===== src/design/sbc_mode_pkg.sv =====
package sbc_mode_pkg;

  // ==========================================================
  // clock and times
  localparam int unsigned CLK_MHZ   = 40;
  localparam int unsigned T_RD_US   = 10;
  localparam int unsigned T_LW_MS   = 200;
  localparam int unsigned T_WD_MS   = 20;
  localparam int unsigned RD_CYC    = T_RD_US * CLK_MHZ;
  localparam int unsigned LW_CYC_D  = T_LW_MS * 1000 * CLK_MHZ;
  localparam int unsigned WD_CYC_D  = T_WD_MS * 1000 * CLK_MHZ;
  localparam int unsigned CNT_W     = 24;

  // ==========================================================
  // spi frame layout
  localparam int unsigned FRAME_BITS = 16;
  localparam int unsigned WR_BIT     = 15;
  localparam int unsigned ADDR_HI    = 14;
  localparam int unsigned ADDR_LO    = 8;

  // ==========================================================
  // register addresses
  localparam logic [6:0] A_MODE     = 7'h01;
  localparam logic [6:0] A_HARDWARE_CONTROL_REGISTER  = 7'h02;
  localparam logic [6:0] A_WATCHDOG_CONTROL_REGISTER  = 7'h03;
  localparam logic [6:0] A_SYS_STAT = 7'h04;
  localparam logic [6:0] A_SPI_STAT = 7'h05;
  localparam logic [6:0] A_WK_STAT  = 7'h06;
  localparam logic [6:0] A_SUPPLY   = 7'h07;
  localparam logic [6:0] A_BUS_CFG  = 7'h08;

  // ==========================================================
  // field positions
  localparam int unsigned HW_CFG_SEL  = 0;
  localparam int unsigned HW_FSI_FO   = 1;
  localparam int unsigned HW_FO_TEST  = 2;
  localparam int unsigned WD_MAX3     = 0;
  localparam int unsigned ST_SPI_FAIL = 0;
  localparam int unsigned ST_WD_FAIL  = 1;
  localparam int unsigned ST_UV       = 2;
  localparam int unsigned SUP_AUX     = 0;
  localparam int unsigned SUP_BOOST   = 1;
  localparam int unsigned BUS_WK_EN   = 4;
  localparam int unsigned BUS_CYC_EN  = 5;

  // ==========================================================
  // encodings and reset values
  localparam logic [1:0] MODE_NORMAL = 2'h0;
  localparam logic [1:0] MODE_SLEEP  = 2'h1;
  localparam logic [1:0] MODE_STOP   = 2'h2;
  localparam logic [1:0] MODE_SRST   = 2'h3;
  localparam logic [1:0] TRX_OFF     = 2'h0;
  localparam logic [1:0] TRX_WAKE    = 2'h1;
  localparam logic [1:0] TRX_RO      = 2'h2;
  localparam logic [1:0] TRX_NORMAL  = 2'h3;
  localparam logic [1:0] MISS_LIMIT  = 2'h3;
  localparam logic [7:0] SYS_RST     = 8'h00;

  typedef enum logic [2:0] {
    ST_INIT,
    ST_NORMAL,
    ST_STOP,
    ST_SLEEP,
    ST_RESTART
  } sbc_state_t;

endpackage : sbc_mode_pkg


===== src/design/sbc_mode_ctrl.sv =====
`timescale 1ns/100ps
module sbc_mode_ctrl
  import sbc_mode_pkg::*;
#(
  parameter int unsigned LW_CYC = LW_CYC_D,
  parameter int unsigned WD_CYC = WD_CYC_D
)
(
  input  wire logic       mclk_i,
  input  wire logic       rst_i,
  input  wire logic       sck_i,
  input  wire logic       cs_n_i,
  input  wire logic       mosi_i,
  input  wire logic       main_supply_ok_i,
  input  wire logic       batt_ok_i,
  input  wire logic       config_strap_pin_i,
  input  wire logic       wake_can_i,
  input  wire logic [3:0] wake_lin_i,
  input  wire logic       wake_input_i,
  output logic            miso_o,
  output logic            miso_oe_o,
  output logic            reset_output_n_o,
  output logic            int_n_o,
  output logic [2:0]      fail_outputs_o,
  output logic            fail_safe_input_active_o,
  output logic [1:0]      mode_bits_o,
  output logic [2:0]      state_o,
  output logic            dev_config_o,
  output logic            spi_fail_o,
  output logic            wd_fail_o,
  output logic            main_supply_undervoltage_flag_o,
  output logic            aux_supply_en_o,
  output logic            boost_en_o,
  output logic [1:0]      can_mode_o,
  output logic [1:0]      lin_mode_o,
  output logic            wake_input_en_o,
  output logic            cyclic_wake_en_o
);

  // ==========================================================
  // spi receiver
  sbc_state_t st_q;
  logic        frame;
  logic [15:0] rx;
  logic [5:0]  wk_q;
  logic        dev_q, spi_f_q, wd_f_q, uv_q, fail_q;

  wire [15:0] tx_word = {st_q, dev_q, wd_f_q, uv_q, spi_f_q,
                         fail_q, 2'h0, wk_q};

  spi_frame_rx u_rx (
    .mclk_i    (mclk_i),
    .rst_i     (rst_i),
    .sck_i     (sck_i),
    .cs_n_i    (cs_n_i),
    .mosi_i    (mosi_i),
    .tx_word_i (tx_word),
    .miso_o    (miso_o),
    .miso_oe_o (miso_oe_o),
    .frame_o   (frame),
    .rx_word_o (rx)
  );

  // ==========================================================
  // pin synchronisers
  logic [8:0] p1_q, p2_q, p3_q, pl_q, pp_q;

  always_ff @(posedge mclk_i)
  begin
    p1_q <= {main_supply_ok_i, batt_ok_i, config_strap_pin_i,
             wake_can_i, wake_lin_i, wake_input_i};
    p2_q <= p1_q;
    p3_q <= p2_q;
  end

  always_ff @(posedge mclk_i)
  begin
    if (rst_i)
    begin
      pl_q <= 9'h040;
      pp_q <= 9'h040;
    end
    else
    begin
      pl_q <= (p2_q & p3_q) | (pl_q & (p2_q ^ p3_q));
      pp_q <= pl_q;
    end
  end

  wire       sup_ok = pl_q[8];
  wire       bat_ok = pl_q[7];
  wire       strap  = pl_q[6];
  wire [5:0] wk_ev  = pl_q[5:0] & ~pp_q[5:0];

  // ==========================================================
  // command decode
  wire [6:0] addr = rx[ADDR_HI:ADDR_LO];
  wire [7:0] dat  = rx[7:0];
  wire       wr   = frame & rx[WR_BIT];
  wire       in_init = (st_q == ST_INIT);
  wire       in_norm = (st_q == ST_NORMAL);
  wire       in_stop = (st_q == ST_STOP);
  wire       a_mode  = (addr == A_MODE);
  wire       to_slp  = a_mode & (dat[1:0] == MODE_SLEEP);
  wire       stop_ok = (a_mode & ~to_slp) | (addr == A_WATCHDOG_CONTROL_REGISTER)
                     | (addr == A_SYS_STAT) | (addr == A_SPI_STAT)
                     | (addr == A_WK_STAT);
  wire       stop_bad = wr & in_stop & ~stop_ok;
  wire       stop_slp = wr & in_stop & to_slp;
  wire       eff_wr  = wr & (in_init | in_norm | (in_stop & stop_ok));
  wire       cfg_wr  = wr & (in_init | in_norm);
  wire       soft_rst = eff_wr & a_mode & (dat[1:0] == MODE_SRST);
  wire       wd_trig = eff_wr & (addr == A_WATCHDOG_CONTROL_REGISTER);
  wire       clr     = rst_i | soft_rst;

  // ==========================================================
  // timers
  logic [CNT_W-1:0] rd_q, wd_q;
  logic             rel_q, lw_q, cfg_q, fsi_fo_q, fo_test_q, max3_q;
  logic [1:0]       miss_q, rcnt_q, mode_q;
  logic             seen_q, por_q;

  wire in_rst_ph = in_init | (st_q == ST_RESTART);
  // delay counts only with supply up
  wire rd_done   = in_rst_ph & ~rel_q & sup_ok
                 & (rd_q == CNT_W'(RD_CYC - 1));
  wire [CNT_W-1:0] wd_lim = lw_q ? CNT_W'(LW_CYC - 1)
                                 : CNT_W'(WD_CYC - 1);
  wire wd_run  = rel_q & ~dev_q & (in_init | in_norm | in_stop);
  wire wd_exp  = wd_run & ~wd_trig & (wd_q == wd_lim);
  // first miss tolerated on select zero
  wire miss_ok = ~cfg_q & (miss_q == 2'h0);
  wire lim_hit = max3_q & (rcnt_q == MISS_LIMIT);
  wire wd_rst  = wd_exp & ~miss_ok & ~lim_hit;
  wire uv_rst  = rel_q & ~sup_ok & (in_init | in_norm | in_stop);

  always_ff @(posedge mclk_i)
  begin
    if (clr || ~sup_ok || rel_q)
      rd_q <= '0;
    else if (in_rst_ph)
      rd_q <= rd_q + CNT_W'(1);
  end

  always_ff @(posedge mclk_i)
  begin
    if (clr || ~wd_run || wd_trig || wd_exp)
      wd_q <= '0;
    else
      wd_q <= wd_q + CNT_W'(1);
  end

  // ==========================================================
  // mode state machine
  always_ff @(posedge mclk_i)
  begin
    // init after power-on or soft reset
    if (clr)
    begin
      st_q   <= ST_INIT;
      rel_q  <= 1'b0;
      lw_q   <= 1'b1;
      mode_q <= MODE_NORMAL;
    end
    else
    begin
      case (st_q)
        ST_INIT:
        begin
          if (rd_done)
          begin
            rel_q <= 1'b1;
            lw_q  <= 1'b1;
          end
          if (uv_rst || wd_rst)
            st_q <= ST_RESTART;
          else if (frame)
            st_q <= ST_NORMAL;
        end
        ST_NORMAL, ST_STOP:
        begin
          if (uv_rst || wd_rst || stop_slp)
            st_q <= ST_RESTART;
          else if (eff_wr && a_mode)
          begin
            mode_q <= dat[1:0];
            if (dat[1:0] == MODE_STOP)
              st_q <= ST_STOP;
            else if (dat[1:0] == MODE_SLEEP)
              st_q <= ST_SLEEP;
            else
              st_q <= ST_NORMAL;
          end
          if (wd_trig)
            lw_q <= 1'b0;
        end
        ST_SLEEP:
        begin
          if (|wk_q)
            st_q <= ST_RESTART;
        end
        ST_RESTART:
        begin
          if (rd_done)
          begin
            st_q  <= ST_NORMAL;
            rel_q <= 1'b1;
            lw_q  <= 1'b1;
          end
        end
        default:
          st_q <= ST_INIT;
      endcase
      if ((st_q != ST_RESTART) && (uv_rst || wd_rst || stop_slp ||
          (st_q == ST_SLEEP) || (in_norm && eff_wr && to_slp)))
      begin
        rel_q  <= 1'b0;
        mode_q <= MODE_NORMAL;
      end
    end
  end

  // ==========================================================
  // watchdog failure bookkeeping
  always_ff @(posedge mclk_i)
  begin
    if (clr || wd_trig)
    begin
      miss_q <= 2'h0;
      rcnt_q <= 2'h0;
    end
    else if (wd_exp)
    begin
      if (miss_q != MISS_LIMIT)
        miss_q <= miss_q + 2'h1;
      if (wd_rst)
        rcnt_q <= rcnt_q + 2'h1;
    end
  end

  // ==========================================================
  // configuration latch and control bits
  always_ff @(posedge mclk_i)
  begin
    if (rst_i)
      por_q <= 1'b1;
    else if (soft_rst || (in_init && rd_done))
      por_q <= 1'b0;
  end

  always_ff @(posedge mclk_i)
  begin
    if (clr)
      dev_q <= 1'b0;
    // strap caught at end of monitoring
    else if (in_init && rd_done && por_q)
      dev_q <= ~strap;
  end

  always_ff @(posedge mclk_i)
  begin
    if (clr)
    begin
      cfg_q     <= 1'b1;
      fsi_fo_q  <= 1'b0;
      fo_test_q <= 1'b0;
      max3_q    <= 1'b0;
    end
    else
    begin
      if (cfg_wr && addr == A_HARDWARE_CONTROL_REGISTER)
      begin
        cfg_q     <= dat[HW_CFG_SEL];
        fsi_fo_q  <= dat[HW_FSI_FO];
        fo_test_q <= dat[HW_FO_TEST];
      end
      if (eff_wr && addr == A_WATCHDOG_CONTROL_REGISTER)
        max3_q <= dat[WD_MAX3];
    end
  end

  // ==========================================================
  // supply and transceiver settings
  logic       aux_q, boost_q, wken_q, cyc_q;
  logic [1:0] can_q, lin_q;

  always_ff @(posedge mclk_i)
  begin
    if (clr)
    begin
      aux_q   <= 1'b0;
      boost_q <= 1'b0;
      can_q   <= TRX_OFF;
      lin_q   <= TRX_OFF;
      wken_q  <= 1'b0;
      cyc_q   <= 1'b0;
    end
    else if (st_q == ST_RESTART)
    begin
      // restart: aux off, active buses wake
      aux_q <= 1'b0;
      if (can_q[1])
        can_q <= TRX_WAKE;
      if (lin_q[1])
        lin_q <= TRX_WAKE;
    end
    // only normal or init may change
    else if (cfg_wr && addr == A_SUPPLY)
    begin
      aux_q   <= dat[SUP_AUX];
      boost_q <= dat[SUP_BOOST];
    end
    else if (cfg_wr && addr == A_BUS_CFG)
    begin
      can_q  <= dat[1:0];
      lin_q  <= dat[3:2];
      wken_q <= dat[BUS_WK_EN];
      cyc_q  <= dat[BUS_CYC_EN];
    end
  end

  // ==========================================================
  // status flags, set wins over clear
  logic [7:0] sys_q;
  wire clr_st = eff_wr & (addr == A_SPI_STAT);
  wire clr_wk = eff_wr & (addr == A_WK_STAT);
  // no flag in init, nor before first supply rise while battery is low
  wire uv_set = ~sup_ok & (seen_q | bat_ok) & ~in_init;
  // select one fails at first miss
  wire fo_set = wd_exp & ~miss_ok & ~dev_q;

  always_ff @(posedge mclk_i)
  begin
    if (rst_i)
    begin
      seen_q  <= 1'b0;
      spi_f_q <= 1'b0;
      wd_f_q  <= 1'b0;
      uv_q    <= 1'b0;
      fail_q  <= 1'b0;
      wk_q    <= 6'h00;
      sys_q   <= SYS_RST;
    end
    else
    begin
      seen_q  <= seen_q | sup_ok;
      spi_f_q <= stop_bad | stop_slp
               | (spi_f_q & ~(clr_st & dat[ST_SPI_FAIL]));
      wd_f_q  <= wd_exp | (wd_f_q & ~(clr_st & dat[ST_WD_FAIL]));
      uv_q    <= uv_set | (uv_q & ~(clr_st & dat[ST_UV]));
      fail_q  <= fo_set | fail_q;
      wk_q    <= (in_init ? 6'h00 : wk_ev)
               | (wk_q & ~(clr_wk ? dat[5:0] : 6'h00));
      if (eff_wr && addr == A_SYS_STAT)
        sys_q <= dat;
    end
  end

  // ==========================================================
  // outputs
  // test bit drives fail outputs in normal mode only, the middle one only with fsi_fo_q set
  wire fail_output_test_bit = fail_q | (in_norm & fo_test_q);

  assign fail_outputs_o = {fail_output_test_bit, fail_output_test_bit & fsi_fo_q, fail_output_test_bit};
  assign fail_safe_input_active_o = ~fsi_fo_q;
  assign reset_output_n_o = rel_q;
  assign int_n_o          = ~|wk_q;
  assign mode_bits_o      = mode_q;
  assign state_o          = st_q;
  assign dev_config_o     = dev_q;
  assign spi_fail_o       = spi_f_q;
  assign wd_fail_o        = wd_f_q;
  assign main_supply_undervoltage_flag_o = uv_q;
  assign aux_supply_en_o  = aux_q;
  assign boost_en_o       = boost_q;
  assign can_mode_o       = can_q;
  assign lin_mode_o       = lin_q;
  assign wake_input_en_o  = wken_q;
  assign cyclic_wake_en_o = cyc_q;

endmodule : sbc_mode_ctrl


===== src/design/spi_frame_rx.sv =====
`timescale 1ns/100ps
module spi_frame_rx
  import sbc_mode_pkg::*;
(
  input  wire logic        mclk_i,
  input  wire logic        rst_i,
  input  wire logic        sck_i,
  input  wire logic        cs_n_i,
  input  wire logic        mosi_i,
  input  wire logic [15:0] tx_word_i,
  output logic             miso_o,
  output logic             miso_oe_o,
  output logic             frame_o,
  output logic [15:0]      rx_word_o
);

  // ==========================================================
  // three-stage pin synchronisers
  logic [2:0] s1_q, s2_q, s3_q, lvl_q, prv_q;
  logic [4:0]  cnt_q;
  logic [15:0] sh_q, tx_q;

  always_ff @(posedge mclk_i)
  begin
    s1_q <= {sck_i, cs_n_i, mosi_i};
    s2_q <= s1_q;
    s3_q <= s2_q;
  end

  always_ff @(posedge mclk_i)
  begin
    if (rst_i)
    begin
      lvl_q <= 3'h2;
      prv_q <= 3'h2;
    end
    else
    begin
      lvl_q <= (s2_q & s3_q) | (lvl_q & (s2_q ^ s3_q));
      prv_q <= lvl_q;
    end
  end

  // ==========================================================
  // edge decode
  wire cs_act  = ~lvl_q[1];
  wire sck_up  = lvl_q[2] & ~prv_q[2];
  wire sck_dn  = ~lvl_q[2] & prv_q[2];
  wire cs_fall = ~lvl_q[1] & prv_q[1];
  wire cs_rise = lvl_q[1] & ~prv_q[1];

  always_ff @(posedge mclk_i)
  begin
    if (rst_i)
    begin
      cnt_q     <= 5'h00;
      sh_q      <= 16'h0000;
      tx_q      <= 16'h0000;
      frame_o   <= 1'b0;
      rx_word_o <= 16'h0000;
    end
    else
    begin
      frame_o <= 1'b0;
      if (cs_fall)
      begin
        cnt_q <= 5'h00;
        tx_q  <= tx_word_i;
      end
      else if (cs_act && sck_up)
      begin
        sh_q  <= {sh_q[14:0], lvl_q[0]};
        cnt_q <= cnt_q + 5'h01;
      end
      else if (cs_act && sck_dn)
        tx_q <= {tx_q[14:0], 1'b0};
      // only whole 16-bit frames count
      if (cs_rise && cnt_q == 5'(FRAME_BITS))
      begin
        frame_o   <= 1'b1;
        rx_word_o <= sh_q;
      end
    end
  end

  assign miso_o    = tx_q[15];
  assign miso_oe_o = cs_act;

endmodule : spi_frame_rx

===== config.mk =====
export PLATFORM = sky130hd
export DESIGN_NAME = sbc_mode_ctrl
export DESIGN_NICKNAME = d
export VERILOG_FILES = /design/src/design/sbc_mode_pkg.sv /design/src/design/sbc_mode_ctrl.sv /design/src/design/spi_frame_rx.sv
export SDC_FILE = /design/constraint.sdc
export NUM_CORES = 1
export LEC_CHECK = 0
export BUFFER_PORTS_ARGS = -buffer_cell sky130_fd_sc_hd__buf_4
export CAP_MARGIN = 20
export CORE_AREA = 2 2 126 128
export CTS_CLUSTER_DIAMETER = 60
export DETAILED_ROUTE_END_ITERATION = 7
export DIE_AREA = 0 0 128 130
export GPL_TIMING_DRIVEN = 0
export PLACE_DENSITY = 0.72
export SETUP_SLACK_MARGIN = 0.05
export SYNTH_ARGS = -nofsm -noshare
export SYNTH_HDL_FRONTEND = slang
export SYNTH_SLANG_ARGS = --single-unit

===== constraint.sdc =====
create_clock -name mclk_i -period 1.9 [get_ports mclk_i]
set_input_delay 0 -clock mclk_i [delete_from_list [all_inputs] [get_ports mclk_i]]
set_output_delay 0 -clock mclk_i [all_outputs]
set_load 0.05 [all_outputs]

### After elaboration in Yosys (flattened, before gate mapping)

Cells that the tools add are included.
W data, S select, Z words.

* bitwise gates (word level): 97
* add/subtract/negate cells: 5
* multiplexer cells: 27
* equal/unequal tests: 31
* reduce and logical (&&, ||, !) cells: 50

Operators with widths (count)
* $add A24 B1 Y24 const B: 2
* $mux W16: 3
* $and A1 B1 Y1: 42
* $eq A7 B3 Y1 const B: 4
* $not A1 Y1: 25
* $eq A24 B23 Y1: 1
* $eq A24 B9 Y1 const B: 1
* $mux W23: 1
* $and A9 B9 Y9: 2
* $mux W3: 6
* $or A1 B1 Y1: 17
* $mux W2: 8
* $reduce_and A2 Y1: 8
* $reduce_and A3 Y1: 5
* $eq A7 B2 Y1 const B: 2
* $ne A2 B2 Y1 const B: 7
* $logic_and A1 B1 Y1: 13
* $and A6 B6 Y6: 2
* $mux W6: 2
* $not A6 Y6: 2
* $pmux W3 S4: 1
* $logic_or A1 B1 Y1: 11
* $reduce_or A2 Y1: 5
* $or A9 B9 Y9: 1
* 26 further kinds: 39

* register bits: 195
* output and inout port bits: 25
* word-level logic and storage cells: 254
* bits of input ports: 14

### Longest topological paths before layout

Gate-level depths: netlist of the first run.

* depth in word-level cells: 23
* mapped depth: 10
* depth with buffers taken out: 9

### Modules after synthesis

A second synthesis of the first run with hierarchy kept.

* cells, all modules: 812
* area total of the unflattened synthesis: 7830.0 µm²

Modules (own cells, without submodules)
* sbc_mode_ctrl: times used 1, cells an instance 571, area each 5235.0 µm², seq. area each 2522.4 µm²
* spi_frame_rx: times used 1, cells an instance 241, area each 2595.0 µm², seq. area each 1361.3 µm²

### Least setup slack after synthesis of the first run

OpenSTA, ideal clock, no wires.

* path type: register -> register
* start point: reg u_rx.rx_word_o[1]
* end point: reg wk_q[4]
* clock period less this slack: 1.973 ns
* data required time: 1.785 ns
* stages on the path, launching flop included: 9
* arrival time: 1.858 ns
* library setup time: 0.115 ns
* buffers on the path: 0
* path slack: -0.073 ns
* path through: dfxtp_1 inv_1 ha_1 nand2b_1 a21oi_1 o31a_4 nor4b_4 a21boi_1 o21ba_1

* word-level cells in the longest chain between the ends: 16

Ends and longest elaborated chain
* from (decl): line spi_frame_rx.sv:14 `output logic [15:0] rx_word_o`
* from (signal assigned): line spi_frame_rx.sv:81 `rx_word_o <= sh_q;`
* $eq A2 B1 Y1: line sbc_mode_ctrl.sv:104 `wire to_slp = a_mode & (dat[1:0] == MODE_SLEEP);`
* $and A1 B1 Y1: line sbc_mode_ctrl.sv:104
* $not A1 Y1: line sbc_mode_ctrl.sv:105 `wire stop_ok = (a_mode & ~to_slp) | (addr == A_WATCHDOG_CONTROL_REGISTER)`
* $and A1 B1 Y1: line sbc_mode_ctrl.sv:105
* $or A1 B1 Y1: line sbc_mode_ctrl.sv:105
* $or A1 B1 Y1 (2 in a row): line sbc_mode_ctrl.sv:106 `| (addr == A_SYS_STAT) | (addr == A_SPI_STAT)`
* $or A1 B1 Y1: line sbc_mode_ctrl.sv:107 `| (addr == A_WK_STAT);`
* $and A1 B1 Y1: line sbc_mode_ctrl.sv:110 `wire eff_wr = wr & (in_init | in_norm | (in_stop & stop_ok));`
* $or A1 B1 Y1: line sbc_mode_ctrl.sv:110
* $and A1 B1 Y1: line sbc_mode_ctrl.sv:110
* $and A1 B1 Y1: line sbc_mode_ctrl.sv:326 `wire clr_wk = eff_wr & (addr == A_WK_STAT);`
* $mux W6: line sbc_mode_ctrl.sv:353 `| (wk_q & ~(clr_wk ? dat[5:0] : 6'h00));`
* $not A6 Y6: line sbc_mode_ctrl.sv:353
* $and A6 B6 Y6: line sbc_mode_ctrl.sv:353
* $or A6 B6 Y6: line sbc_mode_ctrl.sv:353
* to (signal assigned): line sbc_mode_ctrl.sv:352 `wk_q <= (in_init ? 6'h00 : wk_ev)`
* to (decl): line sbc_mode_ctrl.sv:45 `logic [5:0] wk_q;`

No other way between the ends.
A chain may end at the register's enable or synchronous reset.

### Final worst setup path of the first run

* start point: reg u_rx.rx_word_o[12]
* end point: reg miss_q[0]

* word-level cells in the longest chain between the ends: 16
* elaborated cells on any way between the ends: 24
* classes of those cells: 5 x eq/ne; 17 x bitwise; 2 x reduce/logical

Ends and longest elaborated chain
* $eq A7 B1 Y1: line sbc_mode_ctrl.sv:103 `wire a_mode = (addr == A_MODE);`
* $and A1 B1 Y1: line sbc_mode_ctrl.sv:104
* $not A1 Y1: line sbc_mode_ctrl.sv:105
* $and A1 B1 Y1: line sbc_mode_ctrl.sv:105
* $or A1 B1 Y1: line sbc_mode_ctrl.sv:105
* $or A1 B1 Y1 (2 in a row): line sbc_mode_ctrl.sv:106
* $or A1 B1 Y1: line sbc_mode_ctrl.sv:107
* $and A1 B1 Y1: line sbc_mode_ctrl.sv:110
* $or A1 B1 Y1: line sbc_mode_ctrl.sv:110
* $and A1 B1 Y1: line sbc_mode_ctrl.sv:110
* $and A1 B1 Y1: line sbc_mode_ctrl.sv:113 `wire wd_trig = eff_wr & (addr == A_WATCHDOG_CONTROL_REGISTER);`
* $not A1 Y1: line sbc_mode_ctrl.sv:130 `wire wd_exp = wd_run & ~wd_trig & (wd_q == wd_lim);`
* $and A1 B1 Y1 (2 in a row): line sbc_mode_ctrl.sv:130
* $reduce_and A2 Y1 (no line)
* to (signal assigned): line sbc_mode_ctrl.sv:235 `miss_q <= miss_q + 2'h1;`
* to (decl): line sbc_mode_ctrl.sv:120 `logic [1:0] miss_q, rcnt_q, mode_q;`

Parallel ways exist; a longest one is shown, timed or not.

==> impl.org, run 1 <==
** Synthesis
- Post-Syn Instances :: 787
- Sequential elements use 51.1% of the synthesized area.
- Fraction of synthesized cell area taken by the top area cell type :: 51.1%
- Simple logic cell fraction of the synthesized area :: 23.9%
- Adder and majority gate portion of the synthesized area :: 3.66%
- Total number of yosys warnings :: 0
- Yosys mapped a number of flops with a built-in enable equal to 0.
- Counting flops and latches in the post-synthesis netlist gives 192.
- The synthesized design spends more area on one cell type than any other, namely sky130_fd_sc_hd__dfxtp_1.
- The number of nets in the synthesized netlist is 823.
- Dividing the synthesized area by the synthesized cell count gives 9.56 um^2.
- Post-synthesis compound-gate area fraction :: 8.58%
- Multiplexer share of the synthesized area :: 3.61%
- By area the synthesized netlist is led by sky130_fd_sc_hd__dfxtp_1 51%, sky130_fd_sc_hd__nor2_1 7.0%, sky130_fd_sc_hd__nand2_1 4.1%.
- By area, the combinational part of the netlist is dominated by simple AND/OR/NAND/NOR gates.
- The cell area that synthesis handed to floorplanning was 7520 um^2.
- Dominant cell by count in the synthesized netlist :: sky130_fd_sc_hd__dfxtp_1
- In the synthesized netlist the dominant register cell turns out to be sky130_fd_sc_hd__dfxtp_1.
- Most frequent cells after synthesis :: 192 x sky130_fd_sc_hd__dfxtp_1, 140 x sky130_fd_sc_hd__nor2_1, 82 x sky130_fd_sc_hd__nand2_1
- The number of different library cells used by synthesis comes to 69.
- After synthesis, the share of flip-flops with an asynchronous set or reset is 0%.
- Area share of xor/xnor cells in the synthesized design :: 6.05%

** Global route
- Overflow left after global routing :: 0
- The via count of the first global-routing pass was 5502.
- Maximum number of pins on one net before global-route repair :: 20
- The first global-routing pass estimated 26.8 mm of wire.
- The number of antenna violations at the first check in global routing is 0.
- Global routing consumed, over all layers together, 20.5% of the routing resources.

** Critical path
- Required arrival time at the worst endpoint :: 2230 ps
- Critical path startpoint category :: flop
- Worst path slowest cell :: sky130_fd_sc_hd__o31a_4
- For the worst flop-to-flop path, the logic depth is 7.
- Worst stage delay on the critical path :: 420 ps
- The critical path goes through nor4_4, nand2_1, o31a_4, nor3_2, o21ai_0, nand2b_1, nor2_1.
- The number of buffers and inverters on the critical path is 0.
- In this design, the largest share of critical-path delay is due to simple AND/OR/NAND/NOR gates.
- Along the worst path, the maximum fanout reaches 6.
- The setup path with the least slack is of type reg -> reg.
- The worst register-to-register path has a setup slack of -160 ps.
- STA classifies the critical path endpoint as a flop.
- Data arrival time at the worst-slack endpoint :: 2390 ps
- FF-to-FF End :: miss_q[0]
- The startpoint identified for the worst register-to-register timing path is u_rx.rx_word_o[12].

** Timing
- Max-slew violations :: 0
- Final hold violations :: 0
- In this run the tightest slew margin relative to its limit is 54.4%.
- In the post-route analysis, the smallest setup slack over all paths is -162 ps.
- Top achievable clock speed :: 485 MHz
- For the pin with the worst max-slew slack, the measured transition is 684 ps.
- Unrepaired setup endpoints after global routing :: true
- Crit path time final :: 2060 ps
- Share of the cycle needed by the critical path after routing :: 109%
- Number of setup violations in the final report :: 77
- Between clock sinks in the finished design, the worst skew comes to 8.09 ps.

** Clock network
- TritonCTS built the clock tree.
- Num CTS Buffers :: 17
- CTS built an H-tree with a depth of 4.
- The root buffer cell chosen for the clock tree is sky130_fd_sc_hd__clkbuf_16.
- At the later pin of the worst-skew pair, clock insertion delay measures 440 ps.
- Sinks on Clock Net :: 192
- Clk buf depth :: 2
- Clock transition at the register clock pins on the worst setup and hold paths after CTS :: 70 ps

** Finish
- The count of cells in the finished layout, fillers not included, comes to 1106.
- Ant. Diodes :: 0
- Number of nets at the end of the flow :: 937
- Ratio of cells with drive above 1 in the final layout :: 27.8%
- Final-layout fill cell count :: 1204
- For this run, the share of the core covered by cells in the final layout is 63.4%.
- Syn-to-layout area delta :: 30.0%

** Min path
- The worst hold path terminates at p1_q[8].
- The min-delay analysis places its worst path in the category in -> reg.
- Worst hold path cell count :: 2
- Beginning of the worst hold path :: main_supply_ok_i

** Floorplan
- Initial Util :: 48.8%
- Pin placement for this block handled 39 I/O pins.
- Core region area :: 15400 um^2
- Total die area :: 16600 um^2
- The floorplan step set the die width to 128 um.
- The die is 130 um tall.
- In this run the core area contains 46 standard-cell rows.

** Drt
- Routed via count divided by cell count :: 5.38
- Residual DRC count :: 0
- Via count of the routed design :: 5945
- The count of nets left with antenna violations once routing finished came out at 0.
- Pre-Repair DR Iteration Count :: 8
- DRC violation total after the first TritonRoute iteration :: 539
- Post-DR wirelength/cell :: 15.8 um
- Detailed Route WL :: 17.5 mm

** Placed design
- DP Worst Slack :: -352 ps
- At the end of routability-driven placement, the weighted congestion stood at 0.841.
- Number of buffers added on ports :: 37
- After detailed placement, the design holds a cell count of 1016.
- After legalization and detailed placement, the total HPWL measured 10.6 mm.

** Pwr
- Summed over all cells, the static leakage comes to 0.00380 uW.
- Peak VDD IR :: 0.000813 V
- Power density over cell area :: 848 nW/um^2
- Power comes to 8300 uW.

** Run status
- Violations in the final reports :: setup timing
- The run finished, with violations left.

** Flow run
- Max-cap violations in this run came to 0.
[cell families (layout without fill, tap and decap cells)]
family / after synthesis / count (layout)
AOI/OAI and AO/OA: 91 / 91
xor gates and xnor gates: 52 / 52
adders and majority gates: 22 / 22
buffers and inverters: 50 / 177
DFF: 192 / 192
muxes: 27 / 27
and+or+nand+nor: 353 / 353
[layout make-up]
| class | instances | area (um^2) | share of cell area [%] |
|---|---|---|---|
| multi-input cells | 545 | 3950 | 40.4 |
| clock buffers | 18 | 429 | 4.39 |
| repair buffers | 96 | 823 | 8.41 |
| flip-flops and latches | 192 | 3880 | 39.7 |
| well taps | 192 | 240 | 2.46 |
| inverters | 14 | 52.6 | 0.537 |
| plain buffers | 35 | 238 | 2.43 |
| clock inverters | 14 | 165 | 1.69 |
[state kept, by name, indices dropped and copies added (netlist names), 3 cells and up]
| signal | flops |
|---|---|
| u_rx.tx_q | 16 |
| u_rx.sh_q | 16 |
| u_rx.s3_q | 3 |
| u_rx.cnt_q | 5 |
| wk_q | 6 |
| rd_q | 24 |
| state_o | 3 |
| pp_q | 6 |
| p2_q | 9 |
| u_rx.lvl_q | 3 |
| u_rx.rx_word_o | 14 |
| p1_q | 9 |
| pl_q | 9 |
| u_rx.s2_q | 3 |
| u_rx.s1_q | 3 |
| p3_q | 9 |
| wd_q | 24 |
[worst max-delay path by stage]
| stage | startpoint | to | slack (ps) | depth (start not counted) |
|---|---|---|---|---|
| after floorplan | u_rx.rx_word_o[1] | wk_q[4] | 30 | 8 |
| after global routing | u_rx.rx_word_o[12] | miss_q[1] | -280 | 7 |
| after CTS | state_o[2] | wk_q[0] | -70 | 8 |
| final | u_rx.rx_word_o[12] | miss_q[0] | -160 | 7 |
| after detailed placement | u_rx.rx_word_o[1] | wd_q[23] | -350 | 10 |
| after global placement | u_rx.rx_word_o[1] | wk_q[0] | -340 | 9 |
[cell usage in the layout (no fill, tap or decap), types with 20 or more instances in the layout]
master / count
sky130_fd_sc_hd__xnor2_1: 23
sky130_fd_sc_hd__ha_1: 20
sky130_fd_sc_hd__mux2i_1: 26
sky130_fd_sc_hd__xor2_1: 29
sky130_fd_sc_hd__nand2_1: 79
sky130_fd_sc_hd__buf_4: 82
sky130_fd_sc_hd__dfxtp_1: 174
sky130_fd_sc_hd__a21oi_1: 34
sky130_fd_sc_hd__nor2_1: 113
[worst reg2reg max path, stage by stage (launching register included)]
cell and delay (ps):
sky130_fd_sc_hd__dfxtp_4 370, sky130_fd_sc_hd__nor4_4 300, sky130_fd_sc_hd__nand2_1 140, sky130_fd_sc_hd__o31a_4 420
sky130_fd_sc_hd__nor3_2 270, sky130_fd_sc_hd__o21ai_0 180, sky130_fd_sc_hd__nand2b_1 190, sky130_fd_sc_hd__nor2_1 70
[layer usage]
metal	track usage [%]	routed length [um]	share of wire (%)
met1	26.5	7950	45
met2	33.8	8370	48
met3	5.25	818	4.7
met4	6.92	350	2.0
met5	0	0	0
[repair_timing]
item                                    in CTS  in global routing
endpoints found under the setup margin     104                105
endpoints found under the hold margin       12                  0
hold buffers                                12                  0
gates cloned                                 1                  3
resized for setup                           92                 66
buffers inserted                            29                 14
pin swaps                                   42                 34
[power breakdown]
part           total (uW)  internal, uW  leakage, uW  switching (uW)
Combinational         552           231      0.00193             321
Sequential           4140          4090      0.00157            45.7
Clock                3610          1880     0.000293            1730
[metrics by stage]
stage	hold slack [ps]	instance area [um^2]	TNS, ps
after floorplan	27.7	7540	0
after global placement	104	8060	-20010
after detailed placement	106	8060	-22080
after CTS	188	9400	-424
after global routing	184	9780	-13360
final	200	9780	-8010
Power figures use the tool's default switching activity.
==> run 2: changes to the inputs <==
--- a/config.mk
+++ b/config.mk
@@ -12,7 +12,7 @@
 export DETAILED_ROUTE_END_ITERATION = 7
 export DIE_AREA = 0 0 128 130
 export GPL_TIMING_DRIVEN = 0
-export PLACE_DENSITY = 0.72
+export PLACE_DENSITY = 0.68
 export SETUP_SLACK_MARGIN = 0.05
 export SYNTH_ARGS = -nofsm -noshare
 export SYNTH_HDL_FRONTEND = slang
==> impl.org, run 2 (same netlist as run 1, synthesis figures left out) <==
** Run status
- Result of the run :: complete, but fails checks (unchanged)
- Violations in the final reports :: setup timing (unchanged)

** Critical path
- Class of the most critical setup path :: reg -> reg (unchanged)
- Worst path slowest cell :: sky130_fd_sc_hd__o31a_4 (unchanged)
- Critical path startpoint category :: flop (unchanged)
- The critical path's largest stage delay is 450 ps (was 420 ps).
- Reg2Reg Setup Slack :: -210 ps (was -160 ps)
- Required arrival time at the worst endpoint :: 2230 ps (about the same)
- Data arrival time at the worst-slack endpoint :: 2440 ps (was 2390 ps)
- Maximum fanout encountered on the critical timing path :: 6 (unchanged)
- Ordered cell list for the critical path: and3b_2, nand3b_1, o31a_4, nor2_4, a21oi_4, nand3_4, buf_6, nor2_1 (was nor4_4, nand2_1, o31a_4, nor3_2, o21ai_0, nand2b_1, nor2_1).
- Crit end category :: flop (unchanged)

** Drt
- The routed length on met3 came to 843 um (was 818 um).
- The detailed router's first-iteration violation count was 456 (was 539).
- Detailed Route WL :: 17.2 mm (was 17.5 mm)
- The routed length on met1 was 7.78 mm (was 7.95 mm).
- Detail Route Antenna Nets :: 0 (unchanged)
- The highest metal layer used by the detailed router is met4 (unchanged).
- Routed via count divided by cell count :: 5.31 (was 5.38)
- The average detailed-routed wire length per instance was 15.5 um (was 15.8 um).
- Via count of the routed design :: 5911 (was 5945)
- The detailed-router iteration count before antenna repair was 6 (was 8).
- The detailed route wirelength on metal2 is 8.37 mm (about the same).
- Residual DRC count :: 0 (unchanged)

** Pwr
- Power density over cell area :: 820 nW/um^2 (was 848 nW/um^2)
- The internal power of the cells came to 6040 uW (was 6210 uW).
- The clock share of power is 42.5% (was 43.5%).
- Leakage power summed over all cells :: 0.00389 uW (was 0.00380 uW)
- Part of the total power dissipated in combinational logic :: 6.4% (was 6.7%)
- Switching fraction of total power :: 25.4% (was 25.2%)
- Sw Pwr :: 2060 uW (was 2090 uW)
- The worst ir drop on vdd came to 0.000718 V (was 0.000813 V).
- Tot Pwr :: 8100 uW (was 8300 uW)
- The register share of total power was 51.1% (was 49.9%).

** Global route
- The maximum number of pins on one net before global-route repair was 20 (unchanged).
- Combined global-route utilization of all metal layers :: 21.0% (was 20.5%)
- Vias in the first global route :: 5441 (was 5502)
- The global route total overflow came to 0 (unchanged).
- Initial antenna violation count :: 0 (unchanged)
- The first-pass GRT wire length came to 27.4 mm (was 26.8 mm).

** Finish
- Largest registers in the final layout :: rd_q x24, wd_q x24 (unchanged)
- Ratio of cells with drive above 1 in the final layout :: 31.5% (was 27.8%)
- The most common cell after layout, fill and taps aside is sky130_fd_sc_hd__dfxtp_1 (unchanged).
- The number of standard cells in the final layout excluding fillers came to 1113 (was 1106).
- Final-layout fill cell count :: 1198 (was 1204)
- The area added between synthesis and finish is 31.3% (was 30.0%).
- Number of nets at the end of the flow :: 944 (was 937)
- The share of the core filled with cells in the final layout came to 64.1% (was 63.4%).
- Ant. Diodes :: 0 (unchanged)
- Top library cells by usage in the layout, fill and taps aside: 168 x sky130_fd_sc_hd__dfxtp_1, 101 x sky130_fd_sc_hd__nor2_1, 81 x sky130_fd_sc_hd__buf_4, 75 x sky130_fd_sc_hd__nand2_1, 36 x sky130_fd_sc_hd__a21oi_1 (was 174 x sky130_fd_sc_hd__dfxtp_1, 113 x sky130_fd_sc_hd__nor2_1, 82 x sky130_fd_sc_hd__buf_4, 79 x sky130_fd_sc_hd__nand2_1, 34 x sky130_fd_sc_hd__a21oi_1).

** Floorplan
- The effective utilization at floorplan was 48.8% (unchanged).
- Core region area :: 15400 um^2 (unchanged)
- The area enclosed by the die boundary is 16600 um^2 (unchanged).
- IO Pins :: 39 (unchanged)
- Row Count :: 46 (unchanged)
- DIE HEIGHT :: 130 um (unchanged)
- Die boundary width :: 128 um (unchanged)

** Clock network
- Clock tree from TritonCTS :: yes (unchanged)
- Skew-Pair Late Insertion Delay :: 440 ps (about the same)
- The clock transition time at the flip-flop clock pins of the worst setup and hold paths was 80 ps (was 70 ps).
- The total number of clock tree sinks is 192 (unchanged).
- Num CTS Buffers :: 17 (unchanged)
- H-tree levels :: 4 (unchanged)
- Clk buf depth :: 2 (unchanged)
- The buffer cell driving the clock tree root was sky130_fd_sc_hd__clkbuf_16 (unchanged).

** Timing
- The shortest period the worst path allows was 2110 ps (was 2060 ps).
- Max transition margin :: 50.6% (was 54.4%)
- Max-slew violations :: 0 (unchanged)
- The post-route worst hold slack was 200 ps (about the same).
- The count of endpoints failing hold in the final timing report came to 0 (unchanged).
- The final period utilization was 111% (was 109%).
- The actual slew at the worst max-slew pin came to 738 ps (was 684 ps).
- The maximum clock frequency is 474 MHz (was 485 MHz).
- The setup violation total in the final timing report was 81 (was 77).
- Unrepaired setup endpoints after global routing :: true (unchanged)
- Largest clock skew in the final design :: 9.29 ps (was 8.09 ps)
- The slack of the critical path is -210 ps (was -162 ps).

** Placed design
- The placed cell count is 1016 (unchanged).
- The detailed-placement wirelength estimate came to 10.5 mm (was 10.6 mm).
- Placer's final routability congestion estimate :: 0.866 (was 0.841)
- Number of buffers added on ports :: 37 (unchanged)
- The pre-CTS setup slack came to -382 ps (was -352 ps).

** Min path
- Tightest Hold Check Type :: in -> reg (unchanged)

** Flow run
- The total of max-cap violations was 0 (unchanged).
run 2: critical path: cells and delay by family (launching register included):
family	cells	cell delay [ps]
simple gates	5	890
buf+inv	1	160
compound gates	2	570
flops	1	370
run 2: final timing paths:
kind,start,to,depth (start not counted)
setup / recovery,state_o[2],wd_q[20],8
hold / removal,config_strap_pin_i,p1_q[6],2
setup reg to reg,state_o[2],wd_q[20],8
hold reg to reg,u_rx.s1_q[1],u_rx.s2_q[1],0
run 2: timing repair:
item	CTS	global route
pin swaps	84	45
hold endpoints to repair	12	0
setup endpoints to repair	104	107
hold buffers	12	0
gates resized for setup	116	87
cloned	5	0
setup buffers	33	19
run 2: final cells by class:
cell class / instances / area [um^2] / share of cell area, %
multi-input cells: 545 / 4030 / 40.8
flip-flops and latches: 192 / 3890 / 39.4
repair buffers: 103 / 867 / 8.77
clock buffers: 18 / 429 / 4.34
well taps: 192 / 240 / 2.43
plain buffers: 35 / 224 / 2.27
clock inverters: 14 / 144 / 1.46
inverters: 14 / 55.1 / 0.557
run 2: layer usage:
layer / up-vias / GRT usage (%)
li1: 2948 / -
met1: 2813 / 27.2
met2: 127 / 34.9
met3: 23 / 5.17
met4: 0 / 6.33
met5: - / 0
run 2: power by group through the flow:
stage | combinational [uW] | clock (uW) | sequential, uW
global route | 560 | 3670 | 4150
detailed placement | 412 | 0 | 4240
floorplan | 294 | 0 | 4230
global placement | 411 | 0 | 4240
finish | 519 | 3440 | 4140
CTS | 480 | 3500 | 4140
run 2: metrics by stage:
step | setup TNS [ps] | cell area (um^2)
CTS | -2660 | 9510
detailed placement | -22490 | 8060
floorplan | 0 | 7540
global placement | -23260 | 8060
global route | -16300 | 9880
finish | -13050 | 9880
